File: src/design/clock_synth_regs.vh
// Register map, field positions, reset values and timing for the clock synth unit
`ifndef CLOCK_SYNTH_REGS_VH
`define CLOCK_SYNTH_REGS_VH

// ==========================================================
// Register addresses (processor address space)
`define PLL_SETUP_CONFIG_ADDR 16'ha034
`define PLL_STATE_REGISTER_ADDR 16'ha035
`define OUT_SELECT_CONFIG_ADDR 16'ha03d

// ==========================================================
// pll_setup_config fields
`define CFG_SEL_LSB 0
`define CFG_SEL_MSB 2
`define CFG_SSC_WIDE_BIT 4
`define CFG_SSC_EN_BIT 5
`define CFG_SYS_EN_BIT 6
`define CFG_USB_EN_BIT 7
`define PLL_SETUP_CONFIG_RST 8'hc0

// Select codes
`define SEL_OFF_A 3'h0
`define SEL_26M_A 3'h1
`define SEL_XTAL32K 3'h2
`define SEL_26M_B 3'h3
`define SEL_OFF_B 3'h4
`define SEL_12M 3'h5
`define SEL_13M 3'h6
`define SEL_19M2 3'h7

// Reference rate codes driven to the analog PLL
`define RATE_26M 2'h0
`define RATE_12M 2'h1
`define RATE_13M 2'h2
`define RATE_19M2 2'h3

// ==========================================================
// pll_state_register fields
`define ST_LOCK_BIT 0
`define ST_OSC_A_EN_BIT 1
`define ST_OSC_B_EN_BIT 2
`define ST_SLOW_A_EN_BIT 4
`define ST_SLOW_B_EN_BIT 5
`define ST_STABLE_BIT 6
`define ST_WRITE_MASK 8'h3e
`define PLL_STATE_REGISTER_RST 8'h00

// ==========================================================
// out_select_config fields
`define OS_PIN_MODE_BIT 0
`define OS_USB_24M_BIT 1
`define OS_SYS_REF_BIT 2
`define OS_OSC_B_LSB 3
`define OS_OSC_B_MSB 4
`define OS_OSC_A_LSB 5
`define OS_OSC_A_MSB 6
`define OS_LOW_VOLT_BIT 7
`define OUT_SELECT_CONFIG_RST 8'h01

// ==========================================================
// Timing
`define CLK_MHZ 100
`define PLL_SETTLE_US 3000
// Cycles after sys_rst before a supply edge counts: synchroniser depth plus one
`define POR_ARM_CYC 2'h3

`endif

File: src/design/sync_two_flop.v
// Two-flop synchroniser, one chain per bit
`default_nettype none

module sync_two_flop #(
    parameter WIDTH = 8
) (
    input wire core_clk,
    input wire sys_rst,
    input wire [WIDTH-1:0] asyncIn,
    output wire [WIDTH-1:0] syncOut
);
    // ==========================================================
    // Per-bit chains; first stage feeds only the second
    genvar i;
    generate
        for (i = 0; i < WIDTH; i = i + 1) begin : chain
            reg stage1_reg;
            reg stage2_reg;
            // Metastability settles in stage one
            always @(posedge core_clk) begin
                if (sys_rst) begin
                    stage1_reg <= 1'b0;
                    stage2_reg <= 1'b0;
                end else begin
                    stage1_reg <= asyncIn[i];
                    stage2_reg <= stage1_reg;
                end
            end
            assign syncOut[i] = stage2_reg;
        end
    endgenerate
endmodule // sync_two_flop

`default_nettype wire

File: src/design/clock_synth_unit.v
// Control logic of the clock synth unit: PLL select, output routing, registers
`default_nettype none
`include "clock_synth_regs.vh"

module clock_synth_unit #(
    parameter PLL_SETTLE_CYC = `PLL_SETTLE_US * `CLK_MHZ
) (
    input wire core_clk,
    input wire sys_rst,
    input wire [15:0] regAddr,
    input wire regWrEn,
    input wire [7:0] regWrData,
    input wire regRdEn,
    output wire [7:0] regRdData,
    input wire refOscInput,
    input wire slowClockIn,
    input wire pllClk12,
    input wire pllClk24,
    input wire pllClk48,
    input wire pllLockIn,
    input wire slowStableIn,
    input wire systemSupplyGood,
    output wire pllPowerUp,
    output wire pllRefCrystal,
    output wire [1:0] pllRefRate,
    output wire sscEnable,
    output wire sscWide,
    output wire oscDriveLowVolt,
    output wire oscOutA,
    output wire oscOutAOeN,
    output wire oscOutB,
    output wire oscOutBOeN,
    output wire systemClockPin,
    output wire usbClockPin,
    output wire slowClockOutA,
    output wire slowClockOutAOeN,
    output wire slowClockOutB
);
    // ==========================================================
    // Input synchronisers
    // Pin clocks are sampled at 100 MHz; faster sources alias, so the
    // routed copies here are a control model, not a jitter-free path.
    wire [7:0] syncIn;
    wire refS = syncIn[0];
    wire slowS = syncIn[1];
    wire p12S = syncIn[2];
    wire p24S = syncIn[3];
    wire p48S = syncIn[4];
    wire lockS = syncIn[5];
    wire stableS = syncIn[6];
    wire supplyS = syncIn[7];

    sync_two_flop #(.WIDTH(8)) inSync (
        .core_clk(core_clk),
        .sys_rst(sys_rst),
        .asyncIn({systemSupplyGood, slowStableIn, pllLockIn, pllClk48, pllClk24,
                  pllClk12, slowClockIn, refOscInput}),
        .syncOut(syncIn)
    );

    // ==========================================================
    // Power-on reset from supply rising edge
    reg supplyPrev_reg; // Last sampled supply level
    reg porPulse_reg; // One-cycle reset pulse
    reg [1:0] porArm_reg; // Counts out the synchroniser fill after sys_rst
    wire porArmed = (porArm_reg == `POR_ARM_CYC);
    wire logicRst = sys_rst | porPulse_reg;

    // The synchroniser restarts at 0, so the rise it shows while filling is
    // not a real supply edge; a true rise in that window is covered by sys_rst.
    always @(posedge core_clk) begin
        if (sys_rst) begin
            supplyPrev_reg <= 1'b0;
            porPulse_reg <= 1'b0;
            porArm_reg <= 2'h0;
        end else begin
            supplyPrev_reg <= supplyS;
            if (!porArmed) begin
                // Still filling the synchroniser
                porArm_reg <= porArm_reg + 2'h1;
            end
            porPulse_reg <= supplyS & ~supplyPrev_reg & porArmed;
        end
    end

    // ==========================================================
    // Configuration registers
    reg [7:0] pllCfg_reg; // pll_setup_config
    reg [7:0] stateCtl_reg; // Writable bits of pll_state_register
    reg [7:0] outSel_reg; // out_select_config
    reg [7:0] rdData_reg; // Read return, one cycle after strobe
    wire [7:0] stateRead = {1'b0, stableS, stateCtl_reg[5:1], lockS};

    // Writes land on the clock edge of the strobe
    always @(posedge core_clk) begin
        if (logicRst) begin
            pllCfg_reg <= `PLL_SETUP_CONFIG_RST;
            stateCtl_reg <= `PLL_STATE_REGISTER_RST;
            outSel_reg <= `OUT_SELECT_CONFIG_RST;
        end else if (regWrEn) begin
            case (regAddr)
                `PLL_SETUP_CONFIG_ADDR: begin
                    pllCfg_reg <= regWrData;
                end
                `PLL_STATE_REGISTER_ADDR: begin
                    // Lock, stable and bit 7 are read-only
                    stateCtl_reg <= regWrData & `ST_WRITE_MASK;
                end
                `OUT_SELECT_CONFIG_ADDR: begin
                    outSel_reg <= regWrData;
                end
                default: begin
                    // Unmapped writes are ignored
                end
            endcase
        end
    end

    // Read mux, unmapped reads return zero
    always @(posedge core_clk) begin
        if (logicRst) begin
            rdData_reg <= 8'h00;
        end else if (regRdEn) begin
            case (regAddr)
                `PLL_SETUP_CONFIG_ADDR: rdData_reg <= pllCfg_reg;
                `PLL_STATE_REGISTER_ADDR: rdData_reg <= stateRead;
                `OUT_SELECT_CONFIG_ADDR: rdData_reg <= outSel_reg;
                default: rdData_reg <= 8'h00;
            endcase
        end
    end

    // ==========================================================
    // PLL code decode
    wire [2:0] selCode = pllCfg_reg[`CFG_SEL_MSB:`CFG_SEL_LSB];
    reg codeOn; // PLL should be powered
    reg codeXtal; // Reference is the 32 kHz crystal
    reg [1:0] codeRate; // Oscillator reference rate

    always @* begin
        codeOn = 1'b1;
        codeXtal = 1'b0;
        codeRate = `RATE_26M;
        case (selCode)
            `SEL_OFF_A, `SEL_OFF_B: codeOn = 1'b0;
            `SEL_26M_A, `SEL_26M_B: codeRate = `RATE_26M;
            `SEL_XTAL32K: codeXtal = 1'b1;
            `SEL_12M: codeRate = `RATE_12M;
            `SEL_13M: codeRate = `RATE_13M;
            `SEL_19M2: codeRate = `RATE_19M2;
            default: codeOn = 1'b0;
        endcase
    end

    // ==========================================================
    // Settle timer: any code change restarts it
    // Relies on software choosing the right code first; the timer only
    // masks glitches, it cannot detect a mismatched reference.
    reg [2:0] codeApplied_reg; // Code last handed to the PLL
    reg [18:0] settleCnt_reg; // Cycles left before PLL clocks pass
    reg pllOn_reg;
    reg pllXtal_reg;
    reg [1:0] pllRate_reg;
    wire settled = (settleCnt_reg == 19'h00000);
    // outputs only after settle and lock
    wire pllGood = pllOn_reg & settled & lockS;

    always @(posedge core_clk) begin
        if (logicRst) begin
            codeApplied_reg <= `SEL_OFF_A;
            settleCnt_reg <= 19'h00000;
            pllOn_reg <= 1'b0;
            pllXtal_reg <= 1'b0;
            pllRate_reg <= `RATE_26M;
        end else begin
            codeApplied_reg <= selCode;
            pllOn_reg <= codeOn;
            pllXtal_reg <= codeXtal;
            pllRate_reg <= codeRate;
            if (selCode != codeApplied_reg) begin
                settleCnt_reg <= PLL_SETTLE_CYC[18:0];
            end else if (!settled) begin
                settleCnt_reg <= settleCnt_reg - 19'h00001;
            end
        end
    end

    // ==========================================================
    // Output routing, every pin from a flip-flop
    reg oscA_reg, oscAOeN_reg, oscB_reg, oscBOeN_reg;
    reg sys_reg, usb_reg, slowA_reg, slowAOeN_reg, slowB_reg;
    // PLL-derived sources held low unless good
    wire g12 = p12S & pllGood;
    wire g24 = p24S & pllGood;
    wire g48 = p48S & pllGood;
    wire [1:0] selA = outSel_reg[`OS_OSC_A_MSB:`OS_OSC_A_LSB];
    wire [1:0] selB = outSel_reg[`OS_OSC_B_MSB:`OS_OSC_B_LSB];

    always @(posedge core_clk) begin
        if (logicRst) begin
            oscA_reg <= 1'b0;
            oscAOeN_reg <= 1'b1;
            oscB_reg <= 1'b0;
            oscBOeN_reg <= 1'b1;
            sys_reg <= 1'b0;
            usb_reg <= 1'b0;
            slowA_reg <= 1'b0;
            slowAOeN_reg <= 1'b1;
            slowB_reg <= 1'b0;
        end else begin
            oscA_reg <= stateCtl_reg[`ST_OSC_A_EN_BIT] &
                        (selA[1] ? g24 : (selA[0] ? slowS : refS));
            // Pin is shared with the fast crystal input
            oscAOeN_reg <= ~(outSel_reg[`OS_PIN_MODE_BIT] & stateCtl_reg[`ST_OSC_A_EN_BIT]);
            oscB_reg <= stateCtl_reg[`ST_OSC_B_EN_BIT] &
                        (selB[1] ? g48 : (selB[0] ? g12 : refS));
            oscBOeN_reg <= ~stateCtl_reg[`ST_OSC_B_EN_BIT];
            // system clock source, enable bit 6
            sys_reg <= pllCfg_reg[`CFG_SYS_EN_BIT] &
                       (outSel_reg[`OS_SYS_REF_BIT] ? refS : g12);
            usb_reg <= pllCfg_reg[`CFG_USB_EN_BIT] &
                       (outSel_reg[`OS_USB_24M_BIT] ? g24 : g48);
            // crystal-output pin driven only when bit 4
            slowA_reg <= stateCtl_reg[`ST_SLOW_A_EN_BIT] & slowS;
            slowAOeN_reg <= ~stateCtl_reg[`ST_SLOW_A_EN_BIT];
            slowB_reg <= stateCtl_reg[`ST_SLOW_B_EN_BIT] & slowS;
        end
    end

    // ==========================================================
    // Port drivers
    assign regRdData = rdData_reg;
    assign pllPowerUp = pllOn_reg;
    assign pllRefCrystal = pllXtal_reg;
    assign pllRefRate = pllRate_reg;
    assign sscEnable = pllCfg_reg[`CFG_SSC_EN_BIT];
    assign sscWide = pllCfg_reg[`CFG_SSC_WIDE_BIT];
    assign oscDriveLowVolt = outSel_reg[`OS_LOW_VOLT_BIT];
    assign oscOutA = oscA_reg;
    assign oscOutAOeN = oscAOeN_reg;
    assign oscOutB = oscB_reg;
    assign oscOutBOeN = oscBOeN_reg;
    assign systemClockPin = sys_reg;
    assign usbClockPin = usb_reg;
    assign slowClockOutA = slowA_reg;
    assign slowClockOutAOeN = slowAOeN_reg;
    assign slowClockOutB = slowB_reg;
endmodule // clock_synth_unit

`default_nettype wire

File: config.mk
export PLATFORM = sky130hd
export DESIGN_NAME = clock_synth_unit
export DESIGN_NICKNAME = d
export VERILOG_FILES = /design/src/design/sync_two_flop.v /design/src/design/clock_synth_unit.v
export VERILOG_INCLUDE_DIRS = /design/src /design/src/design
export SDC_FILE = /design/constraint.sdc
export NUM_CORES = 1
export LEC_CHECK = 0
export ABC_AREA = 1
export BUFFER_PORTS_ARGS = -buffer_cell sky130_fd_sc_hd__buf_2
export CELL_PAD_IN_SITES_DETAIL_PLACEMENT = 1
export CELL_PAD_IN_SITES_GLOBAL_PLACEMENT = 1
export CORE_MARGIN = 5
export CORE_UTILIZATION = 42
export CTS_BUF_LIST = sky130_fd_sc_hd__clkbuf_4 sky130_fd_sc_hd__clkbuf_8
export CTS_CLUSTER_DIAMETER = 30
export DETAILED_ROUTE_END_ITERATION = 8
export GPL_TIMING_DRIVEN = 0
export PLACE_DENSITY_LB_ADDON = 0.1
export SLEW_MARGIN = 20
export SYNTH_ARGS = -nofsm -noshare
export SYNTH_HDL_FRONTEND = slang
export SYNTH_SLANG_ARGS = --single-unit
File: constraint.sdc
create_clock -name core_clk -period 2.3 [get_ports core_clk]
set_clock_uncertainty 0.2 [all_clocks]
set_input_delay 0.23 -clock core_clk [delete_from_list [all_inputs] [get_ports core_clk]]
set_output_delay 0.23 -clock core_clk [all_outputs]
set_load 0.02 [all_outputs]
# Word level (Yosys, flattened, before mapping)
# Index checks and enable logic that the tools add are counted.
dict set report totals {
  reg_bits 84
  wordCells 89
}
dict set report op_classes {
  add_sub_neg 2
  eq_ne 11
  muxes 12
  bitwise 19
  reduce_logical 7
}
# op n
set op_table {}
lappend op_table {{equality test 16 bit, second input constant} 3}
lappend op_table {{2-to-1 mux 19 bit} 2}
lappend op_table {{one-hot mux 8 bit (3 select lines)} 1}
lappend op_table {{logical NOT 19 bit} 1}
lappend op_table {{subtractor 19 x 1 -> 19 bit, second input constant} 1}
lappend op_table {{bitwise AND 1 bit} 14}
lappend op_table {{equality test 3 bit, second input constant} 4}
lappend op_table {{2-to-1 mux 1 bit} 8}
lappend op_table {{one-hot mux 2 bit (3 select lines)} 1}
lappend op_table {{AND reduction 2 bit} 3}
lappend op_table {{inverter 1 bit} 4}
lappend op_table {{OR reduction 2 bit} 2}
lappend op_table {{equality test 3 x 2 -> 1 bit, second input constant} 1}
lappend op_table {{logical NOT 3 bit} 1}
lappend op_table {{inequality test 3 bit} 1}
lappend op_table {{adder 2 x 1 -> 2 bit, second input constant} 1}
lappend op_table {{equality test 2 bit, second input constant} 1}
lappend op_table {{inequality test 2 x 1 -> 1 bit, second input constant} 1}
lappend op_table {{OR 1 bit} 1}

# Depth between registers and ports, before layout
# Gate-level depths: netlist of run 1.
dict set report depth {
  depth_word 7
  ltp_mapped 12
}

# Cells and area by module
# Synthesis of run 1 repeated with hierarchy kept, for this count alone.
dict set report hier_totals {
  cells_unflattened 492
  area_unflattened_um2 3746.1
}
# mod instances cells_each area_each_um2
set modules_own_cells {}
lappend modules_own_cells {clock_synth_unit 1 434 3211.8}
lappend modules_own_cells {sync_two_flop 1 58 534.3}

# Least setup slack after synthesis of run 1
# No wires, ideal clock.
dict set report synth_path {
  path_kind {reg2reg}
  startpoint {reg settleCnt_reg[0]}
  endpoint {reg settleCnt_reg[1]}
  setup_ps 119
  t_arrival_ps 1267
  t_required_ps 1981
  setup_slack_ps 714
  path_stages_with_launch 11
  n_path_buf 1
  synth_period_minus_slack_ps 1586
  cell_sequence {dfxtp_1 inv_1 ha_1 inv_1 nor2_1 nand2_1 nor2_2 nand3_4 buf_6 o21ai_0 a21oi_1}
}
dict set report synth_via {
  elab_chain_len 1
  elab_cells_between_ends 2
  classes_between {1 x add/sub; 1 x reduce/logical}
}
# element line_no
set synth_rtl {}
lappend synth_rtl {{from (decl)} clock_synth_unit.v:160} ;# reg [18:0] settleCnt_reg;
lappend synth_rtl {{from (signal assigned)} clock_synth_unit.v:181} ;# settleCnt_reg <= PLL_SETTLE_CYC[18:0];
lappend synth_rtl {{from (signal assigned)} clock_synth_unit.v:183} ;# settleCnt_reg <= settleCnt_reg - 19'h00001;
lappend synth_rtl {{subtractor 19 x 1 -> 19 bit / logical NOT 19 bit (equally long branches)} {clock_synth_unit.v:183, clock_synth_unit.v:164}}
# Several ways; a longest one is shown, not always the timed one.
# A chain may end at the register's enable or synchronous reset.

# Final worst setup path of run 1
dict set report layout_path {
  startpoint {reg settleCnt_reg[0]}
  endpoint {reg settleCnt_reg[10]}
}
# Same word-level chain as after synthesis.

==> results of run 1 <==
[layout make-up]
class                   count  area, um^2  share of cell area [%]
plain buffers              13        80.1                    1.81
multi-input cells         324        1660                    37.3
inverters                  69         259                    5.84
well taps                 108         135                    3.05
clock buffers               9         124                    2.79
flip-flops and latches     84        1680                    37.9
repair buffers             73         440                    9.93
clock inverters             7        60.1                    1.35
[worst max-delay path: stages (launching register included)]
cell     delay, ps
dfxtp_1        320
inv_1          150
ha_1           210
nand2_1        130
nor2_4         250
inv_1           60
nor2_1         110
xor2_1         170
nand2_1         80
nor2_1          90
[power groups by stage]
stage	logic [mW]	clock network, mW	registers [mW]
after floorplan	1.18	0	1.75
final	1.50	0.993	1.75
after CTS	1.52	1.02	1.75
after global routing	1.72	1.09	1.77
after detailed placement	1.49	0	1.78
after global placement	1.42	0	1.77
[stage by stage]
stage / worst slack (ps) / total power, mW / cells / util, % / hold slack [ps]
floorplan: 714 / 2.93 / 490 / - / 137
global placement: 441 / 3.19 / 656 / 47.5 / 178
detailed placement: 453 / 3.27 / 656 / 47.5 / 182
CTS: 425 / 4.29 / 687 / 51.4 / 7.37
global route: 262 / 4.59 / 687 / 51.4 / 30.8
finish: 450 / 4.25 / 687 / 51.4 / 8.29
[how the worst max path moves through the flow]
stage | from | to | slack [ps] | depth (start not counted)
finish | settleCnt_reg[0]$_SDFFE_PP0P_ | settleCnt_reg[10]$_SDFFE_PP0P_ | 450 | 9
global route | settleCnt_reg[0]$_SDFFE_PP0P_ | usbClockPin$_SDFF_PP0_ | 260 | 12
detailed placement | settleCnt_reg[0]$_SDFFE_PP0P_ | usbClockPin$_SDFF_PP0_ | 450 | 12
global placement | sys_rst | pllPowerUp$_SDFF_PP0_ | 440 | 6
CTS | settleCnt_reg[0]$_SDFFE_PP0P_ | usbClockPin$_SDFF_PP0_ | 420 | 12
floorplan | settleCnt_reg[0]$_SDFFE_PP0P_ | settleCnt_reg[1]$_SDFFE_PP0P_ | 710 | 10
[per-layer routing]
| metal | track usage [%] | up-vias |
|---|---|---|
| met2 | 33.0 | 63 |
| met1 | 22.5 | 1609 |
| met5 | 0 | - |
| li1 | - | 1714 |
| met4 | 5.62 | 0 |
| met3 | 2.99 | 15 |
[cells in the final DEF (no fill, tap or decap), types with 4 or more instances in the layout]
cell type / n
nand2_1: 87
nand4_1: 4
dfxtp_1: 84
xor2_1: 6
o21ai_0: 7
clkbuf_1: 6
nor3b_1: 9
a21oi_1: 34
or2_2: 4
nor3b_2: 4
nor3_1: 4
nor2_4: 8
clkbuf_8: 9
nor2_1: 75
buf_2: 59
dlygate4sd3_1: 15
nand3_1: 53
nor2_2: 8
inv_1: 68
[logic make-up after synthesis]
kind of cell	after synthesis	share of synthesized area, %
AOI/OAI and AO/OA	44	6.16
xor gates and xnor gates	9	2.14
adders and majority gates	3	1.02
buffers and inverters	82	9.22
DFF	84	45.7
and+or+nand+nor	268	35.7
==> metrics.md, run 1 <==
| Metric | Value |
|---|---|
| Fmax | `0.541 GHz` |
| Worst min-delay path endpoint | `outSel_reg[4]$_SDFFE_PP0P_` |
| Reg2Reg Setup Slack | `450 ps` |
| Reg-to-reg endpoint | `settleCnt_reg[10]$_SDFFE_PP0P_` |
| Final ANT Viol Nets | `0` |
| Initial Util | `42.6%` |
| Vias in the first global route | `3,457` |
| Clock transition at the registers of the reported paths | `100 ps` |
| Layout cells sized above 1 | `19.3%` |
| CTS tree | `done` |
| Max-cap violations | `0` |
| Combinational fraction of design power | `35.4%` |
| Sum of negative setup slack | `0 ps` |
| Largest net degree at the start of global routing | `17` |
| Final slew viol count | `0` |
| Hold Path Cell Cnt | `3` |
| Hold Fails Final Rpt | `0` |
| CTS resizes | `0` |
| TritonCTS buffer count | `9` |
| Layout area overhead | `20.7%` |
| Clock share of power | `23.4%` |
| Area contributors post-synth | `dfxtp_1, nand2_1, nor2_1` |
| WL met3 | `420 um` |
| Site Rows | `34` |
| IO Count | `60` |
| Synthesis Warnings | `0` |
| Worst Reg-to-Reg Cells | `9` |
| Clk sinks | `84` |
| Final setup vio count | `0` |
| Final Critical Period | `1850 ps` |
| Number of enable flip-flop cells after synthesis | `0` |
| Leak | `2.06 nW` |
| Mean Syn Cell Area | `7.50 um^2` |
| Net Switching | `1.66 mW` |
| IO buf count | `58` |
| Drt drc | `0` |
| Number of synthesized register bits | `84` |
| Die H | `104 um` |
| Worst R2R Start | `settleCnt_reg[0]$_SDFFE_PP0P_` |
| # fillers | `1,114` |
| Worst Path Max Fanout | `9` |
| Hpwl dp | `7390 um` |
| Met1 wire length | `4120 um` |
| Hold Crit Class | `in -> reg` |
| Synth Flop Type | `dfxtp_1` |
| Placement Cell Area | `4100 um^2` |
| Root Buffer Master | `clkbuf_8` |
| Worst setup SP type | `register` |
| Wire per inst | `14.2 um` |
| Top cells by count, synth | `nand2_1, dfxtp_1, nor2_1, inv_1, nand3_1` |
| Reg power frac | `41.2%` |
| Synth Cell Area | `3680 um^2` |
| GRT Residual Overflow | `0` |
| Required time of the worst setup path | `2390 ps` |
| Initial DRC count | `140` |
| Layout Nets | `613` |
| Initial antenna violation count | `0` |
| Top cell type's share of synthesized area | `45.7%` |
| Die area | `10,700 um^2` |
| CORE AREA | `8640 um^2` |
| Vias | `3,401` |
| Cell-internal power | `2.58 mW` |
| H-tree Lvls | `3` |
| Clock Latency Late Sink | `350 ps` |
| Pre-antenna DRT Iters | `4` |
| RSZ-0062 raised after global routing | `no` |
| Uppermost layer routed | `met4` |
| Clock Tree Buf Depth | `2` |
| Crit. End Element | `register` |
| Final wirelength | `9750 um` |
| Antenna cell count | `0` |
| Crit path DAT | `1940 ps` |
| Post-Syn Nets | `529` |
| Die X | `104 um` |
| Max reg flops | `19` |
| Asr flop ratio synth | `0%` |
| Final instance area | `4440 um^2` |
| Power per cell area | `957 nW/um^2` |
| Total track usage | `18.4%` |
| Hold bufs inserted after CTS | `15` |
| Hold_sp | `regWrData[4]` |
| Global-route wire length before repair | `16,400 um` |
| Post-CTS Setup Bufs | `0` |
| Switching share of power | `39.2%` |
| Worst Tran Pin Value | `591 ps` |
| Vias per cell | `4.95` |
| Mapped Cells | `490` |
| Peak VDD IR | `0.000366 V` |
| Share of the yosys chip area belonging to registers | `45.7%` |
| Slew Limit Headroom | `60.6%` |
| Status | `completed` |
| Met2 WL post-DR | `5050 um` |
| Critical path type | `reg -> reg` |
| Area leader, netlist | `dfxtp_1` |
| Most frequent cell after synthesis | `nand2_1` |
| Synth unique cells | `33` |
| Gpl congestion | `0.781` |
| Fin crit share | `80.4%` |
(Power assumes the default switching activity.)
==> inputs of run 2 (changes only) <==
Settings changed: ABC_AREA 1 to 0, CORE_UTILIZATION 42 to 40.
Clock period 2.3 ns to 1.5 ns, I/O delays scaled along.
==> run 2 against run 1 <==
Effect of this change:
- the flow now finishes with violations (setup timing)
- area after synthesis decreased by 4.2%
- fmax decreased by 19%
- design area increased by 14%
- synthesized cell count decreased by 24%
- via count decreased by 2.9%
- non-clock buffer count increased by 43
- power increased by 110%
- critical path type unchanged
- critical endpoint is now settleCnt_reg[15]$_SDFFE_PP0P_
==> metrics.md, run 2 <==
| Metric | Value |
|---|---|
| Worst Tran Pin Value | `620 ps (+29.0 ps)` |
| RSZ-0062 raised after global routing | `yes` |
| Drt drc | `0 (unchanged)` |
| Worst Reg-to-Reg Cells | `4 (-5)` |
| Hold Crit Class | `in -> reg` |
| Pre-antenna DRT Iters | `4 (unchanged)` |
| Vias per cell | `5.46 (+10%)` |
| Final setup vio count | `23 (+23)` |
| Final Critical Period | `2280 ps (+425 ps)` |
| Clock transition at the registers of the reported paths | `100 ps (about the same)` |
| Initial antenna violation count | `0 (unchanged)` |
| Share of the yosys chip area belonging to registers | `47.7% (+2.0 points)` |
| Hold WS | `66.2 ps (+57.9 ps)` |
| Initial DRC count | `190 (+36%)` |
| Worst R2R Start | `settleCnt_reg[5]$_SDFFE_PP0P_` |
| Layout cells sized above 1 | `38.2% (+19 points)` |
| Worst setup margin | `-775 ps (-1230 ps)` |
| Net Switching | `3.35 mW (+100%)` |
| Dpl cells | `538 (-18%)` |
| Critical Path End | `settleCnt_reg[15]$_SDFFE_PP0P_` |
| Root Buffer Master | `clkbuf_8` |
| Number of enable flip-flop cells after synthesis | `0 (unchanged)` |
| Delay-heaviest family, CP | `simple AND/OR/NAND/NOR gates` |
| Met1 usage | `26.9% (+4.4 points)` |
| Area taken by multi-input logic gates | `2020 um^2 (+22%)` |
| Core Util, Final | `58.5% (+7.1 points)` |
| Final wirelength | `11,300 um (+16%)` |
| Area contributors post-synth | `dfxtp_1, mux2i_1, nand2_1` |
| Commonest non-fill, non-tap cell in the layout | `dfxtp_1` |
| Slew Limit Headroom | `58.6% (-1.9 points)` |
| TritonCTS buffer count | `9 (unchanged)` |
| Synth Cell Area | `3520 um^2 (-4.2%)` |
| Routing usage on met3 | `3.92% (+0.93 points)` |
| CORE AREA | `8640 um^2 (unchanged)` |
| Die H | `104 um (+0.27%)` |
| Combinational fraction of design power | `48.0% (+13 points)` |
| Switching share of power | `38.0% (-1.2 points)` |
| Clock share of power | `19.3% (-4.1 points)` |
| Wire per inst | `18.7 um (+32%)` |
| Max-cap violations | `0 (unchanged)` |
| Largest net degree at the start of global routing | `16 (-1)` |
| Synth Flop Type | `dfxtp_1` |
| Final ANT Viol Nets | `0 (unchanged)` |
| Reg2Reg Setup Slack | `-780 ps (-1230 ps)` |
| CP max stage delay | `570 ps (+250 ps)` |
| IO Count | `60 (unchanged)` |
| Synth unique cells | `50 (+52%)` |
| Site Rows | `34 (unchanged)` |
| CTS tree | `done` |
| Critical Path Slowest Stage Cell | `or4_4` |
| GRT Residual Overflow | `0 (unchanged)` |
| Status | `complete, but fails checks` |
| Most Crowded Layer GR | `met2` |
| Failing checks | `setup timing` |
| Synth Area in Adders | `1.07% (+0.045 points)` |
| Gpl congestion | `0.798 (+2.2%)` |
| Mux cell area share after synthesis | `10.5% (+11 points)` |
| Most frequent cells in the layout | `dfxtp_1, buf_2, nand2_1, mux2i_1, buf_4` |
| Most frequent cell after synthesis | `dfxtp_1` |
| Crit. End Element | `register` |
| GRT met2 Usage | `36.2% (+3.1 points)` |
| Total track usage | `21.2% (+2.8 points)` |
| Worst setup path startpoint | `settleCnt_reg[5]$_SDFFE_PP0P_` |
| Crit path top cell by count | `or4_4` |
| Fmax | `0.440 GHz (-19%)` |
| H-tree Lvls | `3 (unchanged)` |
| IO buf count | `59 (+1.7%)` |
| Sum of negative setup slack | `-14,800 ps (-14,800 ps)` |
| Power per cell area | `1740 nW/um^2 (+82%)` |
| Top cell type's share of synthesized area | `47.7% (+2.0 points)` |
| Die area | `10,800 um^2 (+0.54%)` |
| Vias in the first global route | `3,479 (+0.64%)` |
| Mean Syn Cell Area | `9.49 um^2 (+27%)` |
| Top cells by count, synth | `dfxtp_1, nand2_1, mux2i_1, nor2_1, nor2b_1` |
| Final std cells w/o fill | `605 (-12%)` |
| Reg power frac | `32.7% (-8.5 points)` |
| CP Depth | `4 (-5)` |
| Fin crit share | `152% (+71 points)` |
| Layout Nets | `531 (-13%)` |
| Leak | `2.20 nW (+6.7%)` |
| Vias | `3,304 (-2.9%)` |
| Crit path DAT | `2360 ps (+420 ps)` |
| Hpwl dp | `7190 um (-2.7%)` |
| Post-Syn Nets | `410 (-22%)` |
| Worst Path Max Fanout | `2 (-7)` |
| Max reg flops | `19 (unchanged)` |
| Mapped Cells | `371 (-24%)` |
| Largest family of logic cells by synthesized area | `simple AND/OR/NAND/NOR gates` |
| CP Buf/Inv Count | `0 (-2)` |
| Die X | `104 um (+0.27%)` |
| Global-route wire length before repair | `18,500 um (+12%)` |
| Peak VDD IR | `0.000818 V (+120%)` |
| Clk sinks | `84 (unchanged)` |
| Hold_sp | `sys_rst` |
| Synthesis Warnings | `0 (unchanged)` |
| Cell-internal power | `5.46 mW (+110%)` |
| Initial Util | `40.8% (-1.8 points)` |
| Layout area overhead | `43.3%` |
| # fillers | `970 (-13%)` |
| Asr flop ratio synth | `0% (unchanged)` |
| Reg-to-reg endpoint | `settleCnt_reg[15]$_SDFFE_PP0P_` |
| Area leader, netlist | `dfxtp_1` |
| Xor/xnor share of the synthesized area | `0.995% (-1.1 points)` |
| Final slew viol count | `0 (unchanged)` |
| Clock Tree Buf Depth | `2 (unchanged)` |
| FF+latch area | `1700 um^2 (+1.3%)` |
| Hold Fails Final Rpt | `0 (unchanged)` |
| Synth Area in Compound Gates | `10.2% (+4.1 points)` |
| Clock Latency Late Sink | `350 ps (about the same)` |
| CP Cell Sequence | `or4_4 -> or4_4 -> or4_1 -> a31oi_1` |
| Simple-gate share of the synthesized area | `25.5% (-10 points)` |
| Number of synthesized register bits | `84 (unchanged)` |
| Antenna cell count | `0 (unchanged)` |
| Required time of the worst setup path | `1590 ps (-800 ps)` |
| Worst setup SP type | `register` |
| Critical path type | `reg -> reg` |
==> run 2: cell count changes after synthesis, moves of 10 or more <==
cell,previous run,this run
or3_1,0,10
nor2_1,75,18
a21oi_1,34,9
nand3_1,53,11
nor2b_1,0,17
nand2_1,87,45
inv_1,68,7
mux2i_1,0,28
==> run 2: layout make-up <==
class | count | share of cell area [%]
Tap cell | 108 | 2.68
Clock buffer | 10 | 2.73
Inverter | 7 | 0.620
Multi-Input combinational cell | 261 | 40.0
Buffer | 17 | 3.12
Clock inverter | 6 | 1.41
Sequential cell | 84 | 33.7
Timing Repair Buffer | 112 | 15.8
==> run 2: worst min-delay path: cells and delay by family <==
kind          cells  cell delay (ps)
buf+inv           1              120
mux               1               60
simple gates      2              240
==> run 2: worst min path at each step <==
stage,end,cells past startpoint
floorplan,inSync.chain[0].stage1_reg$_SDFF_PP0_,1
global placement,inSync.chain[7].stage1_reg$_SDFF_PP0_,2
detailed placement,inSync.chain[5].stage1_reg$_SDFF_PP0_,2
CTS,settleCnt_reg[14]$_SDFFE_PP0P_,4
global route,settleCnt_reg[10]$_SDFFE_PP0P_,4
finish,settleCnt_reg[10]$_SDFFE_PP0P_,4
==> run 2: repair_timing <==
action	in CTS	in global routing
buffers inserted	25	6
pin swaps	19	17
cloned	2	0
resized for setup	60	16
endpoints found under the hold margin	41	0
hold buffers	21	0
setup endpoints to repair	63	39
==> run 2: metrics by stage <==
step | setup slack [ps] | total power [mW] | instance area (um^2)
global route | -805 | 9.35 | 5050
finish | -775 | 8.81 | 5050
global placement | -948 | 5.18 | 4090
floorplan | -767 | 4.82 | 3650
detailed placement | -992 | 5.49 | 4090
CTS | -742 | 8.58 | 4950
==> run 2: power by group through the flow <==
stage / clock network (mW) / registers (mW) / logic [mW]
after global placement: 0 / 2.77 / 2.41
after global routing: 1.86 / 2.93 / 4.56
final: 1.70 / 2.88 / 4.22
after CTS: 1.74 / 2.88 / 3.96
after detailed placement: 0 / 2.84 / 2.65
after floorplan: 0 / 2.75 / 2.06
==> run 2: kinds of logic (layout without fill, tap and decap cells) <==
logic type	count (synthesis)	count (layout)
simple gates	162	162
flops	84	84
compound gates	56	56
mux	36	36
buf+inv	26	152
xor+xnor	4	4
fa+ha+maj	3	3
==> run 2: metal layers <==
layer	up-vias	part of all wire (%)	wire, um
met4	0	1.4	157
met5	-	0	0
met3	11	3.3	376
li1	1584	-	-
met2	70	51	5760
met1	1639	44	5030
